**src/prf_pkg.sv**
```systemverilog
package prf_pkg;

  // Byte address of the flag register on the register bus.
  localparam logic [7:0] PRF_FLAGS_OFFSET = 8'h00;
  // Byte address of the raw event level status register.
  localparam logic [7:0] PRF_EVENTS_OFFSET = 8'h04;
  // Value of the flag register after any reset.
  localparam logic [7:0] PRF_FLAGS_RESET = 8'h00;
  // Bit positions of the flags.
  localparam int PRF_BIT_T1OVF = 0;
  localparam int PRF_BIT_T2MATCH = 1;
  localparam int PRF_BIT_TX = 4;
  localparam int PRF_BIT_RX = 5;
  localparam int PRF_BIT_ADC = 6;
  localparam int PRF_BIT_T1GATE = 7;
  // Bits that software may clear by writing zero.
  localparam logic [7:0] PRF_WRITABLE_MASK = 8'hC3;
  // Bits that follow the serial peripheral directly.
  localparam logic [7:0] PRF_SERIAL_MASK = 8'h30;
  // Bits that exist at all.
  localparam logic [7:0] PRF_IMPL_MASK = 8'hF3;
  // Count of cycles the synchroniser delays an event.
  localparam int PRF_SYNC_STAGES = 2;

  // Event inputs from the peripherals, one bit per flag position.
  typedef struct packed {
    logic timer1_gate;
    logic converter;
    logic serial_rx;
    logic serial_tx;
    logic timer2_match;
    logic timer1_ovf;
  } prf_events_t;

  // AXI4-Lite request channels driven by the master.
  typedef struct packed {
    logic [7:0] awaddr;
    logic awvalid;
    logic [31:0] wdata;
    logic [3:0] wstrb;
    logic wvalid;
    logic bready;
    logic [7:0] araddr;
    logic arvalid;
    logic rready;
  } prf_axi_req_t;

  // AXI4-Lite answer channels driven by the slave.
  typedef struct packed {
    logic awready;
    logic wready;
    logic bvalid;
    logic [1:0] bresp;
    logic arready;
    logic rvalid;
    logic [31:0] rdata;
    logic [1:0] rresp;
  } prf_axi_rsp_t;

endpackage

```
**src/prf_flags.sv**
```systemverilog
// Our own choices: the register offsets and the AXI4-Lite slave port.
`timescale 1ns/10ps
`default_nettype none

// How it works
// - Events set flags regardless of enables.
// - Flag reads one when pending, zero otherwise.
// - Bits 7,6,5,4,1,0 map gate,adc,rx,tx,t2,t1.
// - Serial receive and transmit flags are read-only.
module prf_flags (
  input wire logic clk,
  input wire logic resetn,
  input wire prf_pkg::prf_events_t events_in,
  input wire prf_pkg::prf_axi_req_t axi_req,
  output var prf_pkg::prf_axi_rsp_t axi_rsp,
  output logic [7:0] peripheral_request_flags_one
);
  import prf_pkg::*;

  // Whole state of the block.
  typedef struct packed {
    logic [7:0] flags;
    logic [5:0] prev;
    logic aw_held;
    logic [7:0] aw_addr;
    logic w_held;
    logic [31:0] w_data;
    logic [3:0] w_strb;
    logic bvalid;
    logic [1:0] bresp;
    logic rvalid;
    logic [31:0] rdata;
    logic [1:0] rresp;
    // Registered readies, so that no bus output passes through logic.
    logic aw_rdy;
    logic w_rdy;
    logic ar_rdy;
  } prf_state_t;

  // State after reset: flags clear, no transfer held, every channel ready.
  localparam prf_state_t STATE_AT_RESET = '{
    flags: PRF_FLAGS_RESET,
    aw_rdy: 1'b1,
    w_rdy: 1'b1,
    ar_rdy: 1'b1,
    default: '0
  };

  prf_state_t state_r;
  prf_state_t state_nxt;
  // Synchronised event levels.
  logic [5:0] ev_sync;
  // Rising edges of the synchronised events.
  logic [5:0] ev_rise;
  // Rising edges mapped to register bit positions.
  logic [7:0] ev_set;
  // Synchronised levels at their register bit positions.
  logic [7:0] ev_level;
  // A write that clears the converter flag in this cycle.
  logic do_clear_adc;

  // Maps a six-bit event vector onto the eight flag positions.
  // flag bit mapping
  function automatic logic [7:0] prf_place(input logic [5:0] ev);
    prf_place = {ev[5], ev[4], ev[3], ev[2], 2'b00, ev[1], ev[0]};
  endfunction

  // Decides whether an address selects a given register word.
  function automatic logic prf_hit(input logic [7:0] addr, input logic [7:0] offs);
    prf_hit = (addr[7:2] == offs[7:2]);
  endfunction

  // Events come from other logic that may be on other clocks, so they are synchronised.
  prf_sync #(
    .WIDTH(6)
  ) u_sync (
    .clk(clk),
    .resetn(resetn),
    .async_in(events_in),
    .sync_out(ev_sync)
  );

  // Edge detection on the stable stage only.
  assign ev_rise = ev_sync & ~state_r.prev;
  assign ev_set = prf_place(ev_rise);
  assign ev_level = prf_place(ev_sync);

  // Next-state logic for flags and the bus slave.
  always_comb begin
    logic do_write;
    logic [7:0] clear_mask;
    do_write = 1'b0;
    clear_mask = 8'h00;
    state_nxt = state_r;
    state_nxt.prev = ev_sync;

    // Capture write address and data independently.
    if (axi_req.awvalid && !state_r.aw_held && !state_r.bvalid) begin
      state_nxt.aw_held = 1'b1;
      state_nxt.aw_addr = axi_req.awaddr;
    end
    if (axi_req.wvalid && !state_r.w_held && !state_r.bvalid) begin
      state_nxt.w_held = 1'b1;
      state_nxt.w_data = axi_req.wdata;
      state_nxt.w_strb = axi_req.wstrb;
    end

    // Perform the write once both halves are held.
    if (state_r.aw_held && state_r.w_held && !state_r.bvalid) begin
      do_write = 1'b1;
      state_nxt.aw_held = 1'b0;
      state_nxt.w_held = 1'b0;
      state_nxt.bvalid = 1'b1;
      if (prf_hit(state_r.aw_addr, PRF_FLAGS_OFFSET) ||
          prf_hit(state_r.aw_addr, PRF_EVENTS_OFFSET)) begin
        state_nxt.bresp = 2'b00;
      end else begin
        state_nxt.bresp = 2'b10;
      end
    end
    if (state_r.bvalid && axi_req.bready) begin
      state_nxt.bvalid = 1'b0;
    end

    // Writing zero to a writable flag clears it; serial bits ignore writes.
    // serial bits protected
    if (do_write && prf_hit(state_r.aw_addr, PRF_FLAGS_OFFSET) && state_r.w_strb[0]) begin
      clear_mask = ~state_r.w_data[7:0] & PRF_WRITABLE_MASK;
    end

    state_nxt.flags = ((state_r.flags & ~clear_mask) | ev_set) & PRF_WRITABLE_MASK;
    state_nxt.flags = state_nxt.flags | (ev_level & PRF_SERIAL_MASK);

    // Read channel answers one cycle after the address is taken.
    if (axi_req.arvalid && !state_r.rvalid) begin
      state_nxt.rvalid = 1'b1;
      state_nxt.rresp = 2'b00;
      if (prf_hit(axi_req.araddr, PRF_FLAGS_OFFSET)) begin
        state_nxt.rdata = {24'h000000, state_r.flags & PRF_IMPL_MASK};
      end else if (prf_hit(axi_req.araddr, PRF_EVENTS_OFFSET)) begin
        state_nxt.rdata = {26'h0000000, ev_sync};
      end else begin
        state_nxt.rdata = 32'h00000000;
        state_nxt.rresp = 2'b10;
      end
    end else if (state_r.rvalid && axi_req.rready) begin
      state_nxt.rvalid = 1'b0;
    end

    // Readies are worked out from the next state so they leave a flip-flop.
    state_nxt.aw_rdy = !state_nxt.aw_held && !state_nxt.bvalid;
    state_nxt.w_rdy = !state_nxt.w_held && !state_nxt.bvalid;
    state_nxt.ar_rdy = !state_nxt.rvalid;
  end

  // Registers the whole state.
  always_ff @(posedge clk or negedge resetn) begin
    if (!resetn) begin
      state_r <= STATE_AT_RESET;
    end else begin
      state_r <= state_nxt;
    end
  end

  // Outputs straight from flip-flops.
  assign axi_rsp.awready = state_r.aw_rdy;
  assign axi_rsp.wready = state_r.w_rdy;
  assign axi_rsp.bvalid = state_r.bvalid;
  assign axi_rsp.bresp = state_r.bresp;
  assign axi_rsp.arready = state_r.ar_rdy;
  assign axi_rsp.rvalid = state_r.rvalid;
  assign axi_rsp.rdata = state_r.rdata;
  assign axi_rsp.rresp = state_r.rresp;
  assign peripheral_request_flags_one = state_r.flags;

  a_event_sets_flag: assert property (@(posedge clk) disable iff (!resetn)
    ev_rise[0] |=> state_r.flags[PRF_BIT_T1OVF]) else $error("Overflow event lost.");
  a_gate_sets_flag: assert property (@(posedge clk) disable iff (!resetn)
    ev_rise[5] |=> state_r.flags[PRF_BIT_T1GATE]) else $error("Gate event lost.");
  a_match_sets_flag: assert property (@(posedge clk) disable iff (!resetn)
    ev_rise[1] |=> state_r.flags[PRF_BIT_T2MATCH]) else $error("Match event lost.");
  a_adc_sets_flag: assert property (@(posedge clk) disable iff (!resetn)
    ev_rise[4] |=> state_r.flags[PRF_BIT_ADC]) else $error("Converter event lost.");
  a_unused_zero: assert property (@(posedge clk) disable iff (!resetn)
    state_r.flags[3:2] == 2'b00) else $error("Unimplemented bits set.");
  a_rx_follows: assert property (@(posedge clk) disable iff (!resetn)
    state_r.flags[PRF_BIT_RX] == $past(ev_sync[3])) else $error("Receive flag wrong.");
  a_tx_follows: assert property (@(posedge clk) disable iff (!resetn)
    state_r.flags[PRF_BIT_TX] == $past(ev_sync[2])) else $error("Transmit flag wrong.");
  a_flag_holds: assert property (@(posedge clk) disable iff (!resetn)
    state_r.flags[PRF_BIT_ADC] && !do_clear_adc |=> state_r.flags[PRF_BIT_ADC])
    else $error("Converter flag dropped.");
  a_zero_clears: assert property (@(posedge clk) disable iff (!resetn)
    do_clear_adc && !ev_rise[4] |=> !state_r.flags[PRF_BIT_ADC])
    else $error("Converter flag not cleared.");
  a_read_data: assert property (@(posedge clk) disable iff (!resetn)
    axi_req.arvalid && !state_r.rvalid && axi_req.araddr == PRF_FLAGS_OFFSET
    |=> state_r.rvalid && state_r.rdata[7:0] == $past(state_r.flags))
    else $error("Read data wrong.");
  a_write_resp: assert property (@(posedge clk) disable iff (!resetn)
    state_r.aw_held && state_r.w_held && !state_r.bvalid |=> state_r.bvalid)
    else $error("Write response missing.");
  a_ready_blocked: assert property (@(posedge clk) disable iff (!resetn)
    state_r.bvalid |-> !axi_rsp.awready && !axi_rsp.wready)
    else $error("Write taken while a response is pending.");

  // Helper: a write that clears the converter flag this cycle.
  assign do_clear_adc = state_r.aw_held && state_r.w_held && !state_r.bvalid &&
                        prf_hit(state_r.aw_addr, PRF_FLAGS_OFFSET) && state_r.w_strb[0] &&
                        !state_r.w_data[PRF_BIT_ADC];

endmodule
`default_nettype wire

```
**src/prf_sync.sv**
```systemverilog
`timescale 1ns/10ps
`default_nettype none

// Two-stage synchroniser for a vector of levels; only the second stage is read outside.
module prf_sync #(
  parameter int WIDTH = 6
) (
  input wire logic clk,
  input wire logic resetn,
  input wire logic [WIDTH-1:0] async_in,
  output logic [WIDTH-1:0] sync_out
);
  // State of the synchroniser.
  typedef struct packed {
    logic [WIDTH-1:0] meta;
    logic [WIDTH-1:0] stable;
  } prf_sync_state_t;

  prf_sync_state_t state_r;
  prf_sync_state_t state_nxt;

  // Refuses a width that would leave nothing to synchronise.
  if (WIDTH < 1) begin : g_width_check
    $error("Synchroniser width must be at least one.");
  end

  // Shifts the inputs through both stages.
  always_comb begin
    state_nxt.meta = async_in;
    state_nxt.stable = state_r.meta;
  end

  // Registers the stages, clearing them on reset.
  always_ff @(posedge clk or negedge resetn) begin
    if (!resetn) begin
      state_r <= '0;
    end else begin
      state_r <= state_nxt;
    end
  end

  assign sync_out = state_r.stable;

endmodule
`default_nettype wire

```
**config.mk**
```make
export PLATFORM = sky130hd
export DESIGN_NAME = prf_flags
export DESIGN_NICKNAME = d
export VERILOG_FILES = /design/src/prf_pkg.sv /design/src/prf_flags.sv /design/src/prf_sync.sv
export SDC_FILE = /design/constraint.sdc
export NUM_CORES = 1
export LEC_CHECK = 0
export BUFFER_PORTS_ARGS = -buffer_cell sky130_fd_sc_hd__buf_2
export CORE_MARGIN = 2
export CORE_UTILIZATION = 40
export CTS_CLUSTER_DIAMETER = 40
export DETAILED_ROUTE_END_ITERATION = 12
export GPL_ROUTABILITY_DRIVEN = 0
export GPL_TIMING_DRIVEN = 0
export PLACE_DENSITY = 0.72
export SYNTH_ARGS = -nofsm -noshare
export SYNTH_HDL_FRONTEND = slang
export SYNTH_SLANG_ARGS = --single-unit
```
**constraint.sdc**
```tcl
create_clock -name clk -period 1.8 [get_ports clk]
set_input_delay 0.27 -clock clk [delete_from_list [all_inputs] [get_ports clk]]
set_output_delay 0.27 -clock clk [all_outputs]
set_load 0.01 [all_outputs]
```
==> impl_table.tex, run 1 <==
\begin{tabular}{lr}
\hline
Metric & Value \\
\hline
\multicolumn{2}{l}{\textbf{Logic synthesis}} \\
Top post-synthesis cells by area & sky130\_fd\_sc\_hd\_\_dfrtp\_1 (54\%), sky130\_fd\_sc\_hd\_\_buf\_4 (17\%), sky130\_fd\_sc\_hd\_\_mux2\_2 (4.7\%) \\
Per-instance average area after synthesis & 11.9 sq um \\
Number of synthesized flops with an enable pin & 0 \\
Synth Instances & $\sim$180 \\
Fraction of synthesis flops using an asynchronous set or reset pin & 100\% \\
Post-synth top area cell & sky130\_fd\_sc\_hd\_\_dfrtp\_1 \\
Synth Warn \# & 0 \\
Cell with the most instances after synthesis & sky130\_fd\_sc\_hd\_\_buf\_4 \\
Distinct cell type count of the synthesized netlist & 27 \\
Share of the synthesized area in the top cell type & a little over half \\
Flip-flop cell with the highest count after synthesis & sky130\_fd\_sc\_hd\_\_dfrtp\_1 \\
Netlist area before placement & between 2000 and 2500 sq um \\
Seq cells post-synth & 50 \\
Proportion of synthesized chip area in sequential cells & a little under 60\% \\
Most frequent cells after synthesis & sky130\_fd\_sc\_hd\_\_buf\_4 (49), sky130\_fd\_sc\_hd\_\_dfrtp\_1 (47), sky130\_fd\_sc\_hd\_\_nand2\_1 (15) \\
\multicolumn{2}{l}{\textbf{Layout}} \\
Number of antenna repair diodes & 0 \\
Storage element area & 1250 sq um \\
Multi-input logic area & 634 sq um \\
Fill cell total of the finished layout & about 480 \\
Layout-stage area growth over the synthesis result & 24.8\% \\
Fraction of layout cells with a size suffix above 1 & 45.3\% \\
Final-stage net count & 331 \\
Non-filler instance count after layout & 337 \\
\multicolumn{2}{l}{\textbf{Floorplan}} \\
Die X-Extent & a little under 80 um \\
Count of standard-cell rows & 26 \\
Area of the die & between 6000 and 7000 sq um \\
Chip Height & approximately 78 um \\
Effective utilization at floorplan & 42.1\% \\
Top-Level Pins & 114 \\
Placeable Area & between 5000 and 6000 sq um \\
\multicolumn{2}{l}{\textbf{Pwr}} \\
Areal power density over the cells & $\sim$1100 nW/um\^{}2 \\
Max IR drop VDD & 0.000456 V \\
Static leakage & around 0.0014 uW \\
\multicolumn{2}{l}{\textbf{Outcome}} \\
Run status & finished, final reports clean \\
\multicolumn{2}{l}{\textbf{Worst setup path}} \\
Worst-path fanout max & 5 \\
Required time of the worst setup path & 1970 ps \\
Setup crit end kind & register \\
Category of the worst setup path launch point & register \\
Count of cells along the worst register-to-register path & 3 \\
CP arrival & $\sim$1700 ps \\
R2R setup slack & $\sim$250 ps \\
Kind of critical path & reg -> reg \\
\multicolumn{2}{l}{\textbf{Placement}} \\
Number of instances in the placed design & about 330 \\
PortBufs & 49 \\
Detailed placement HPWL & around 2600 um \\
Setup slack at placement & $\sim$280 ps \\
\multicolumn{2}{l}{\textbf{Timing}} \\
Least-Margin Pin Slew & 1080 ps \\
Unrepaired setup endpoints after global routing & no \\
Hold violation count in the final report & 0 \\
Time the final worst path needs with I/O delays and setup & 1550 ps \\
Max-slew violation count & 0 \\
Final Worst Setup Slack & between 200 and 250 ps \\
Sum of negative setup slack & 0 ps \\
Number of failing setup endpoints in the final timing report & 0 \\
Final worst path period share & approximately 86\% \\
Relative slew slack & $\sim$28\% \\
Worst-case clock skew & 13.7 ps \\
Max Clock Freq & between 600 and 700 MHz \\
\multicolumn{2}{l}{\textbf{Detailed routing}} \\
Detailed Route Iter0 Violations & 92 \\
DRT Pass-1 Iters & 4 \\
Overall via count from detail\_route & approximately 1,400 \\
Via-per-instance ratio & 4.06 \\
Residual DRC count & 0 \\
Count of nets left with antenna violations after detail routing & 0 \\
Average detailed-routed wire length per instance & 10.3 um \\
Total detailed-routing wirelength & roughly 3500 um \\
\multicolumn{2}{l}{\textbf{Clock tree}} \\
H-tree lvl count & 2 \\
Number of clock buffers inserted by TritonCTS & 5 \\
Root Driver & sky130\_fd\_sc\_hd\_\_clkbuf\_8 \\
CTS tree & built \\
Max clock buf depth & 2 \\
Clock slew at the register clock pins of the worst setup and hold paths & 100 ps \\
Clock Latency Late Sink & 300 ps \\
Sink Count & 50 \\
Hold bufs inserted after CTS & 0 \\
Number of resized instances in the post-cts repair step & 0 \\
Post-CTS setup buffer count & 0 \\
\multicolumn{2}{l}{\textbf{Hold path}} \\
Class of the worst hold path & in -> reg \\
Number of instances on the worst hold path & 1 \\
\multicolumn{2}{l}{\textbf{Global route}} \\
Vias in the first global route & 1,237 \\
Total global-route track usage & between 10\% and 20\% \\
Total global routing overflow & 0 \\
First-pass GRT wire length & between 5000 and 6000 um \\
Number of antenna violations at the first check in global routing & 0 \\
Largest net degree at the start of global routing & 51 \\
\multicolumn{2}{l}{\textbf{Flow run}} \\
Maximum Capacitance Violations & 0 \\
\hline
\end{tabular}
cell families after synthesis:
| group | synth area share (%) |
|---|---|
| buf+inv | 17.8 |
| compound gates | 7.59 |
| flops | 57.7 |
| simple gates | 9.20 |
| other cells | 0.172 |
| mux | 7.53 |
metal layers:
layer | GRT usage, % | vias up | share of wire [%]
met1 | 15.5 | 621 | 46
met3 | 2.33 | 5 | 5.1
met2 | 18.0 | 38 | 47
li1 | - | 703 | -
met5 | 0 | - | 0
met4 | 4.82 | 0 | 1.5
stage by stage:
stage          hold slack, ps  power (uW)  cell area, sq um  utilization, %
4_1_cts                  56.3        2980              2720            52.5
5_1_grt                  47.6        3140              2720            52.5
3_3_place_gp              333        2240              2610            50.5
3_5_place_dp              335        2260              2610            50.5
6_report                 64.3        2940              2720            52.5
2_1_floorplan           -25.6        2050              2280               -
placed cells by master (no fill, tap or decap):
master	n
sky130_fd_sc_hd__clkbuf_1	2
sky130_fd_sc_hd__o31ai_1	6
sky130_fd_sc_hd__clkbuf_8	7
sky130_fd_sc_hd__nand2b_1	1
sky130_fd_sc_hd__nor2b_1	8
sky130_fd_sc_hd__nand3b_2	1
sky130_fd_sc_hd__a21oi_1	7
sky130_fd_sc_hd__nor3_1	1
sky130_fd_sc_hd__buf_4	49
sky130_fd_sc_hd__mux2_2	9
sky130_fd_sc_hd__and2_0	1
sky130_fd_sc_hd__o21a_1	2
sky130_fd_sc_hd__a41o_1	2
sky130_fd_sc_hd__dfstp_2	3
sky130_fd_sc_hd__and2b_1	1
sky130_fd_sc_hd__nor2_1	7
sky130_fd_sc_hd__inv_1	2
sky130_fd_sc_hd__o21ai_0	3
sky130_fd_sc_hd__conb_1	28
sky130_fd_sc_hd__o41ai_1	4
sky130_fd_sc_hd__nand2_1	15
sky130_fd_sc_hd__or4_4	1
sky130_fd_sc_hd__mux2i_1	4
sky130_fd_sc_hd__mux2_1	2
sky130_fd_sc_hd__and2_1	2
sky130_fd_sc_hd__clkinv_4	1
sky130_fd_sc_hd__buf_2	50
sky130_fd_sc_hd__or2b_1	1
sky130_fd_sc_hd__dfrtp_1	47
layout make-up:
cell class                      instances  share of cell area (%)
Tap cell                               70                    3.23
Clock inverter                          1                   0.323
Multi-Input combinational cell        106                    23.4
Clock buffer                            7                    3.55
Inverter                                2                   0.276
Timing Repair Buffer                   49                    9.03
Sequential cell                        50                    46.2
Buffer                                 52                    14.0
worst paths after layout:
| check | start | to |
|---|---|---|
| max | state_r[83]$_DFFE_PN0P_ | peripheral_request_flags_one[0]$_DFF_PN0_ |
| min | events_in[5] | u_sync.state_nxt[5]$_DFF_PN0_ |
| max reg2reg | state_r[83]$_DFFE_PN0P_ | peripheral_request_flags_one[0]$_DFF_PN0_ |
| min reg2reg | u_sync.state_nxt[1]$_DFF_PN0_ | u_sync.sync_out[1]$_DFF_PN0_ |
| max in group asynchronous | resetn | state_r[85]$_DFFE_PN0P_ |
| min in group asynchronous | resetn | axi_rsp[2]$_DFFE_PN0P_ |
worst max-delay path, stage by stage, from the launching register on:
cell                      delay [ps]
sky130_fd_sc_hd__dfrtp_1         390
sky130_fd_sc_hd__or4_4           580
sky130_fd_sc_hd__o41ai_1         370
sky130_fd_sc_hd__nand2_1          80
flip-flops by register name, indices dropped and copies added, names as in the netlist:
register and count:
state_r 19, axi_rsp 15, u_sync.state_nxt 6, u_sync.sync_out 6
peripheral_request_flags_one 4
power breakdown:
group	total [uW]	leakage, uW	switching [uW]	internal (uW)
Clock	716	0.0000544	364	353
Sequential	1520	0.000587	153	1370
Combinational	708	0.000770	308	400
Power figures use the tool's default switching activity.
==> run 2, diff against run 1 <==
- ABC_AREA: unset -> 1
- PLACE_DENSITY: 0.72 -> 0.79
==> run 2 against run 1 <==
Non-clock buffer count unchanged. Clock skew is 11 ps lower. Total power rose by 0.49%. Register-to-register slack better by 460 ps. Synthesized area is 2.4% higher. Critical endpoint is now axi_rsp[35]. Largest power group unchanged.
==> impl_table.tex, run 2 <==
\begin{tabular}{lr}
\hline
Metric & Value \\
\hline
\multicolumn{2}{l}{\textbf{Clock tree}} \\
Sink Count & 50 \\
H-tree lvl count & 2 \\
Max clock buf depth & 2 \\
Clock Latency Late Sink & about 290 ps \\
Clock slew at the register clock pins of the worst setup and hold paths & approximately 80 ps \\
Number of clock buffers inserted by TritonCTS & 5 \\
Root Driver & sky130\_fd\_sc\_hd\_\_clkbuf\_8 \\
Hold bufs inserted after CTS & 0 \\
Post-CTS setup buffer count & 0 \\
Number of resized instances in the post-cts repair step & 0 \\
CTS tree & built \\
\multicolumn{2}{l}{\textbf{Worst setup path}} \\
Cell-by-cell trace of the critical path & buf\_4 > buf\_2 \\
Setup crit end kind & primary output \\
Category of the worst setup path launch point & register \\
Required time of the worst setup path & roughly 1500 ps \\
Kind of critical path & reg -> out \\
Worst-path fanout max & 1 \\
Crit-path slowest cell & sky130\_fd\_sc\_hd\_\_dfstp\_2 \\
CP max stage delay & approximately 520 ps \\
CP arrival & 1020 ps \\
\multicolumn{2}{l}{\textbf{Layout}} \\
Final core occ & between 50\% and 60\% \\
Final standard cell area without fillers & $\sim$2800 sq um \\
Leading cell types in the layout, fill and taps excluded & sky130\_fd\_sc\_hd\_\_nand2\_1 (52), sky130\_fd\_sc\_hd\_\_buf\_2 (51), sky130\_fd\_sc\_hd\_\_buf\_4 (50) \\
Fraction of layout cells with a size suffix above 1 & 40.1\% \\
Final-stage net count & between 300 and 400 \\
Fill cell total of the finished layout & 516 \\
Commonest non-fill, non-tap cell in the layout & sky130\_fd\_sc\_hd\_\_nand2\_1 \\
Number of antenna repair diodes & 0 \\
Largest register by flop count & state\_r \\
Number of flip-flops under the largest register name & 19 \\
Layout-stage area growth over the synthesis result & 24.8\% \\
\multicolumn{2}{l}{\textbf{Logic synthesis}} \\
Fraction of synthesis flops using an asynchronous set or reset pin & 100\% \\
Post-synth top area cell & sky130\_fd\_sc\_hd\_\_dfrtp\_1 \\
Most frequent cells after synthesis & sky130\_fd\_sc\_hd\_\_nand2\_1 (52), sky130\_fd\_sc\_hd\_\_buf\_4 (50), sky130\_fd\_sc\_hd\_\_dfrtp\_1 (47) \\
Per-instance average area after synthesis & 9.73 sq um \\
Share of the synthesized area in the top cell type & between 50\% and 60\% \\
Proportion of synthesized chip area in sequential cells & 56.3\% \\
Netlist area before placement & between 2000 and 2500 sq um \\
Synth Warn \# & 0 \\
Synth Instances & between 200 and 250 \\
Cell with the most instances after synthesis & sky130\_fd\_sc\_hd\_\_nand2\_1 \\
Flip-flop cell with the highest count after synthesis & sky130\_fd\_sc\_hd\_\_dfrtp\_1 \\
Seq cells post-synth & 50 \\
Distinct cell type count of the synthesized netlist & 19 \\
Top post-synthesis cells by area & sky130\_fd\_sc\_hd\_\_dfrtp\_1 (53\%), sky130\_fd\_sc\_hd\_\_buf\_4 (17\%), sky130\_fd\_sc\_hd\_\_nand2\_1 (8.8\%) \\
Number of synthesized flops with an enable pin & 0 \\
\multicolumn{2}{l}{\textbf{Floorplan}} \\
Placeable Area & $\sim$5400 sq um \\
Area of the die & 6180 sq um \\
Die X-Extent & approximately 80 um \\
Count of standard-cell rows & 27 \\
Top-Level Pins & around 110 \\
Effective utilization at floorplan & around two fifths \\
Chip Height & 78.6 um \\
\multicolumn{2}{l}{\textbf{Detailed routing}} \\
Count of nets left with antenna violations after detail routing & 0 \\
Overall via count from detail\_route & 1,510 \\
Average detailed-routed wire length per instance & approximately 9.5 um \\
DRT Pass-1 Iters & 4 \\
Via-per-instance ratio & about 4 \\
Total detailed-routing wirelength & approximately 3700 um \\
Residual DRC count & 0 \\
Detailed Route Iter0 Violations & 70 \\
\multicolumn{2}{l}{\textbf{Hold path}} \\
Class of the worst hold path & in -> reg \\
\multicolumn{2}{l}{\textbf{Placement}} \\
Placed standard-cell area & around 2700 sq um \\
Detailed placement HPWL & $\sim$2800 um \\
PortBufs & 50 \\
Setup slack at placement & between 500 and 600 ps \\
\multicolumn{2}{l}{\textbf{Timing}} \\
Least-Margin Pin Slew & around 1000 ps \\
Worst-case clock skew & roughly 2.4 ps \\
Max-slew violation count & 0 \\
Final worst path period share & between 70\% and 80\% \\
Max Clock Freq & around 780 MHz \\
Relative slew slack & a little under a third \\
Number of failing setup endpoints in the final timing report & 0 \\
Unrepaired setup endpoints after global routing & no \\
Final Worst Setup Slack & about 510 ps \\
Sum of negative setup slack & 0 ps \\
Time the final worst path needs with I/O delays and setup & 1290 ps \\
Hold violation count in the final report & 0 \\
\multicolumn{2}{l}{\textbf{Global route}} \\
First-pass GRT wire length & 6060 um \\
Number of antenna violations at the first check in global routing & 0 \\
Total global-route track usage & roughly 13\% \\
Largest net degree at the start of global routing & between 50 and 60 \\
Total global routing overflow & 0 \\
Vias in the first global route & 1,392 \\
\multicolumn{2}{l}{\textbf{Pwr}} \\
Areal power density over the cells & $\sim$1100 nW/um\^{}2 \\
Static leakage & about 0.0015 uW \\
Max IR drop VDD & 0.000448 V \\
Sum of internal, switching and leakage power & between 2000 and 3000 uW \\
\multicolumn{2}{l}{\textbf{Flow run}} \\
Maximum Capacitance Violations & 0 \\
\multicolumn{2}{l}{\textbf{Outcome}} \\
Run status & finished, final reports clean \\
\hline
\end{tabular}
[run 2: cell count changes after synthesis, moves of 5 or more]
cell,previous run,this run
sky130_fd_sc_hd__nand2_1,15,52
sky130_fd_sc_hd__o21ai_1,0,11
sky130_fd_sc_hd__inv_1,2,12
sky130_fd_sc_hd__mux2_2,9,0
sky130_fd_sc_hd__nand4_1,0,8
sky130_fd_sc_hd__nor2b_1,8,0
sky130_fd_sc_hd__inv_2,0,7
sky130_fd_sc_hd__nand3_1,0,7
sky130_fd_sc_hd__o31ai_1,6,0
sky130_fd_sc_hd__nor2_4,0,5
[run 2: metrics by stage]
stage,instances,hold slack [ps]
global placement,378,332
floorplan,256,-25.6
global route,386,65.7
finish,386,74.6
detailed placement,378,335
CTS,386,63.0
[run 2: report_power, final]
group / internal [uW] / total, uW / switching (uW) / leakage [uW]
Combinational: 333 / 760 / 427 / 0.000894
Clock: 388 / 723 / 336 / 0.0000575
Sequential: 1360 / 1480 / 114 / 0.000588
Total: 2080 / 2960 / 877 / 0.00154
[run 2: path summary, 6_finish.rpt]
path | start | to | slack, ps | depth (start not counted)
min in group asynchronous | resetn | axi_rsp[38]$_DFF_PN0_ | 150 | 1
max reg2reg | axi_rsp[34]$_DFF_PN0_ | axi_rsp[9]$_DFFE_PN0P_ | 710 | 4
min | events_in[4] | u_sync.state_nxt[4]$_DFF_PN0_ | 70 | 1
max | axi_rsp[35]$_DFF_PN1_ | axi_rsp[35] | 510 | 2
max in group asynchronous | resetn | axi_rsp[4]$_DFFE_PN0P_ | 1000 | 1
min reg2reg | u_sync.state_nxt[1]$_DFF_PN0_ | u_sync.sync_out[1]$_DFF_PN0_ | 350 | 0
[run 2: kinds of logic (layout without fill, tap and decap cells)]
kind of cell    after synthesis  count (layout)  synth area share, %
simple gates                 86              86                 18.5
buf+inv                      74             132                 20.9
flops                        50              50                 56.3
compound gates               18              18                 4.04
other cells                   1              28                0.168
[run 2: per-layer routing]
| metal | up-vias | share of wire [%] | GRT usage, % |
|---|---|---|---|
| li1 | 804 | - | - |
| met1 | 658 | 40 | 14.2 |
| met2 | 44 | 52 | 21.5 |
| met3 | 4 | 6.3 | 3.22 |
| met4 | 0 | 1.8 | 7.37 |
| met5 | - | 0 | 0 |
[run 2: area by class of cell]
| cell class | count | area, sq um | share of cell area, % |
|---|---|---|---|
| plain buffers | 51 | 380 | 13.7 |
| clock buffers | 8 | 110 | 3.96 |
| inverters | 23 | 86.3 | 3.11 |
| multi-input cells | 132 | 608 | 21.9 |
| flip-flops and latches | 50 | 1250 | 45.1 |
| well taps | 72 | 90.1 | 3.24 |
| repair buffers | 50 | 250 | 9.00 |
[run 2: worst max-delay path: cells and delay by family, from the launching register on]
kind | cells | cell delay (ps)
buffers and inverters | 2 | 200
DFF | 1 | 520
==> run 3, diff against run 2 <==
- ABC_AREA: 1 -> 0
- clock period: 1.8 -> 1.3 ns (I/O delays scaled with it)
==> run 3 against run 2 <==
The flow now finishes with violations (negative setup slack). Via count shrank 5.1%. Total power grew 47%. Sequential share of layout area shrank 1.7 points.
==> impl_table.tex, run 3 (synthesized netlist as in run 1, its figures left out) <==
\begin{tabular}{lr}
\hline
Metric & Value \\
\hline
\multicolumn{2}{l}{\textbf{Timing}} \\
Least-Margin Pin Slew & 1070 ps \\
Relative slew slack & $\sim$29\% \\
Number of failing setup endpoints in the final timing report & 10 \\
Max Clock Freq & around 700 MHz \\
Sum of negative setup slack & -388 ps \\
Final Worst Setup Slack & -99.9 ps \\
Time the final worst path needs with I/O delays and setup & between 1000 and 1500 ps \\
Unrepaired setup endpoints after global routing & yes \\
Final worst path period share & 108\% \\
Worst-case clock skew & between 6 and 7 ps \\
Hold violation count in the final report & 0 \\
Max-slew violation count & 0 \\
\multicolumn{2}{l}{\textbf{Worst setup path}} \\
Worst-path fanout max & 5 \\
Required time of the worst setup path & 1480 ps \\
Count of cells along the worst register-to-register path & 3 \\
CP arrival & around 1600 ps \\
Category of the worst setup path launch point & register \\
Setup crit end kind & register \\
Kind of critical path & reg -> reg \\
\multicolumn{2}{l}{\textbf{Outcome}} \\
Failing checks & negative setup slack \\
Run status & complete, but fails checks \\
\multicolumn{2}{l}{\textbf{Pwr}} \\
Total internal power & 3110 uW \\
Areal power density over the cells & between 1500 and 2000 nW/um\^{}2 \\
Clock group share of total power & a little over a fifth \\
Sequential share of power & 49.0\% \\
Power spent charging and discharging nets & roughly 1200 uW \\
Static leakage & 0.00152 uW \\
Net Sw Frac & $\sim$28\% \\
Proportion of power drawn by combinational gates & 30.2\% \\
Max IR drop VDD & approximately 0.00071 V \\
\multicolumn{2}{l}{\textbf{Layout}} \\
Largest register by flop count & state\_r \\
Fraction of layout cells with a size suffix above 1 & between 40\% and 50\% \\
Final-stage net count & between 300 and 400 \\
Commonest non-fill, non-tap cell in the layout & sky130\_fd\_sc\_hd\_\_buf\_4 \\
Number of flip-flops under the largest register name & 19 \\
Number of antenna repair diodes & 0 \\
Fill cell total of the finished layout & 435 \\
Final standard cell area without fillers & 2890 sq um \\
Layout-stage area growth over the synthesis result & 32.9\% \\
Leading cell types in the layout, fill and taps excluded & sky130\_fd\_sc\_hd\_\_buf\_4 (54), sky130\_fd\_sc\_hd\_\_buf\_2 (49), sky130\_fd\_sc\_hd\_\_dfrtp\_1 (46) \\
\multicolumn{2}{l}{\textbf{Clock tree}} \\
Root Driver & sky130\_fd\_sc\_hd\_\_clkbuf\_8 \\
H-tree lvl count & 2 \\
Clock Latency Late Sink & 300 ps \\
Number of clock buffers inserted by TritonCTS & 5 \\
CTS tree & built \\
Clock slew at the register clock pins of the worst setup and hold paths & about 80 ps \\
Sink Count & 50 \\
Max clock buf depth & 2 \\
\multicolumn{2}{l}{\textbf{Global route}} \\
Number of antenna violations at the first check in global routing & 0 \\
Total global routing overflow & 0 \\
Largest net degree at the start of global routing & 51 \\
Total global-route track usage & between 10\% and 20\% \\
Vias in the first global route & about 1,400 \\
First-pass GRT wire length & about 6500 um \\
\multicolumn{2}{l}{\textbf{Detailed routing}} \\
Average detailed-routed wire length per instance & 11.2 um \\
DRT Pass-1 Iters & 2 \\
Via-per-instance ratio & 4.11 \\
Overall via count from detail\_route & around 1,400 \\
Count of nets left with antenna violations after detail routing & 0 \\
Total detailed-routing wirelength & between 3000 and 4000 um \\
Residual DRC count & 0 \\
Detailed Route Iter0 Violations & 76 \\
\multicolumn{2}{l}{\textbf{Floorplan}} \\
Count of standard-cell rows & 26 \\
Area of the die & 6050 sq um \\
Die X-Extent & 77.8 um \\
Effective utilization at floorplan & a little over two fifths \\
Placeable Area & between 5000 and 6000 sq um \\
Top-Level Pins & $\sim$110 \\
Chip Height & between 70 and 80 um \\
\multicolumn{2}{l}{\textbf{Hold path}} \\
Class of the worst hold path & in -> reg \\
Number of instances on the worst hold path & 2 \\
\multicolumn{2}{l}{\textbf{Placement}} \\
Detailed placement HPWL & approximately 2800 um \\
Setup slack at placement & -152 ps \\
PortBufs & 49 \\
Placed standard-cell area & 2640 sq um \\
\multicolumn{2}{l}{\textbf{Flow run}} \\
Maximum Capacitance Violations & 0 \\
\hline
\end{tabular}
[run 3: metal layers]
layer  vias up  GRT usage (%)  share of wire [%]
li1        725              -                  -
met1       669           16.7                 41
met2        34           22.5                 52
met4         0           4.29                1.2
met5         -              0                  0
met3         5           4.53                5.6
[run 3: through the flow]
stage          instances  hold slack (ps)  power, uW  utilization [%]
3_5_place_dp         329              304       3190             51.1
5_1_grt              349             80.1       4620             55.9
4_1_cts              346             3.74       4340             55.3
3_3_place_gp         329              305       3130             51.1
2_1_floorplan        210             -101       2890                -
6_report             349             84.3       4350             55.9
[run 3: final timing paths]
| kind | endpoint | slack [ps] | startpoint |
|---|---|---|---|
| setup reg to reg | peripheral_request_flags_one[0]$_DFF_PN0_ | -100 | state_r[84]$_DFFE_PN0P_ |
| hold reg to reg | u_sync.sync_out[1]$_DFF_PN0_ | 350 | u_sync.state_nxt[1]$_DFF_PN0_ |
| setup / recovery | peripheral_request_flags_one[0]$_DFF_PN0_ | -100 | state_r[84]$_DFFE_PN0P_ |
| min in group asynchronous | state_r[89]$_DFF_PN0_ | 100 | resetn |
| max in group asynchronous | axi_rsp[38]$_DFF_PN0_ | 480 | resetn |
| hold / removal | axi_rsp[34]$_DFF_PN0_ | 80 | axi_req[0] |
[run 3: worst max-delay path, stage by stage, from the launching register on]
cell                      delay [ps]
sky130_fd_sc_hd__dfrtp_1         390
sky130_fd_sc_hd__or4_4           590
sky130_fd_sc_hd__o41ai_2         210
sky130_fd_sc_hd__nand2_1         100
[run 3: layout make-up]
cell class	instances	area (sq um)	share of cell area [%]
clock buffer	7	86.3	2.98
clock inverter	1	5.00	0.173
multi-input combinational	106	716	24.7
buffer	52	388	13.4
inverter	2	7.51	0.260
tap	70	87.6	3.03
sequential	50	1260	43.4
timing repair buffer	61	347	12.0
[run 3: power groups by stage]
stage               clock (uW)  sequential, uW  combinational [uW]
CTS                        932            2130                1280
finish                     903            2130                1310
global route               991            2180                1440
floorplan                    0            2090                 798
detailed placement           0            2150                1040
global placement             0            2130                1000
[run 3: what timing repair did]
item / in CTS / in global routing
setup endpoints to repair: 15 / 20
pin swaps: 1 / 1
setup buffers: 4 / 2
hold endpoints to repair: 5 / 1
hold buffers: 5 / 1
resized for setup: 16 / 4
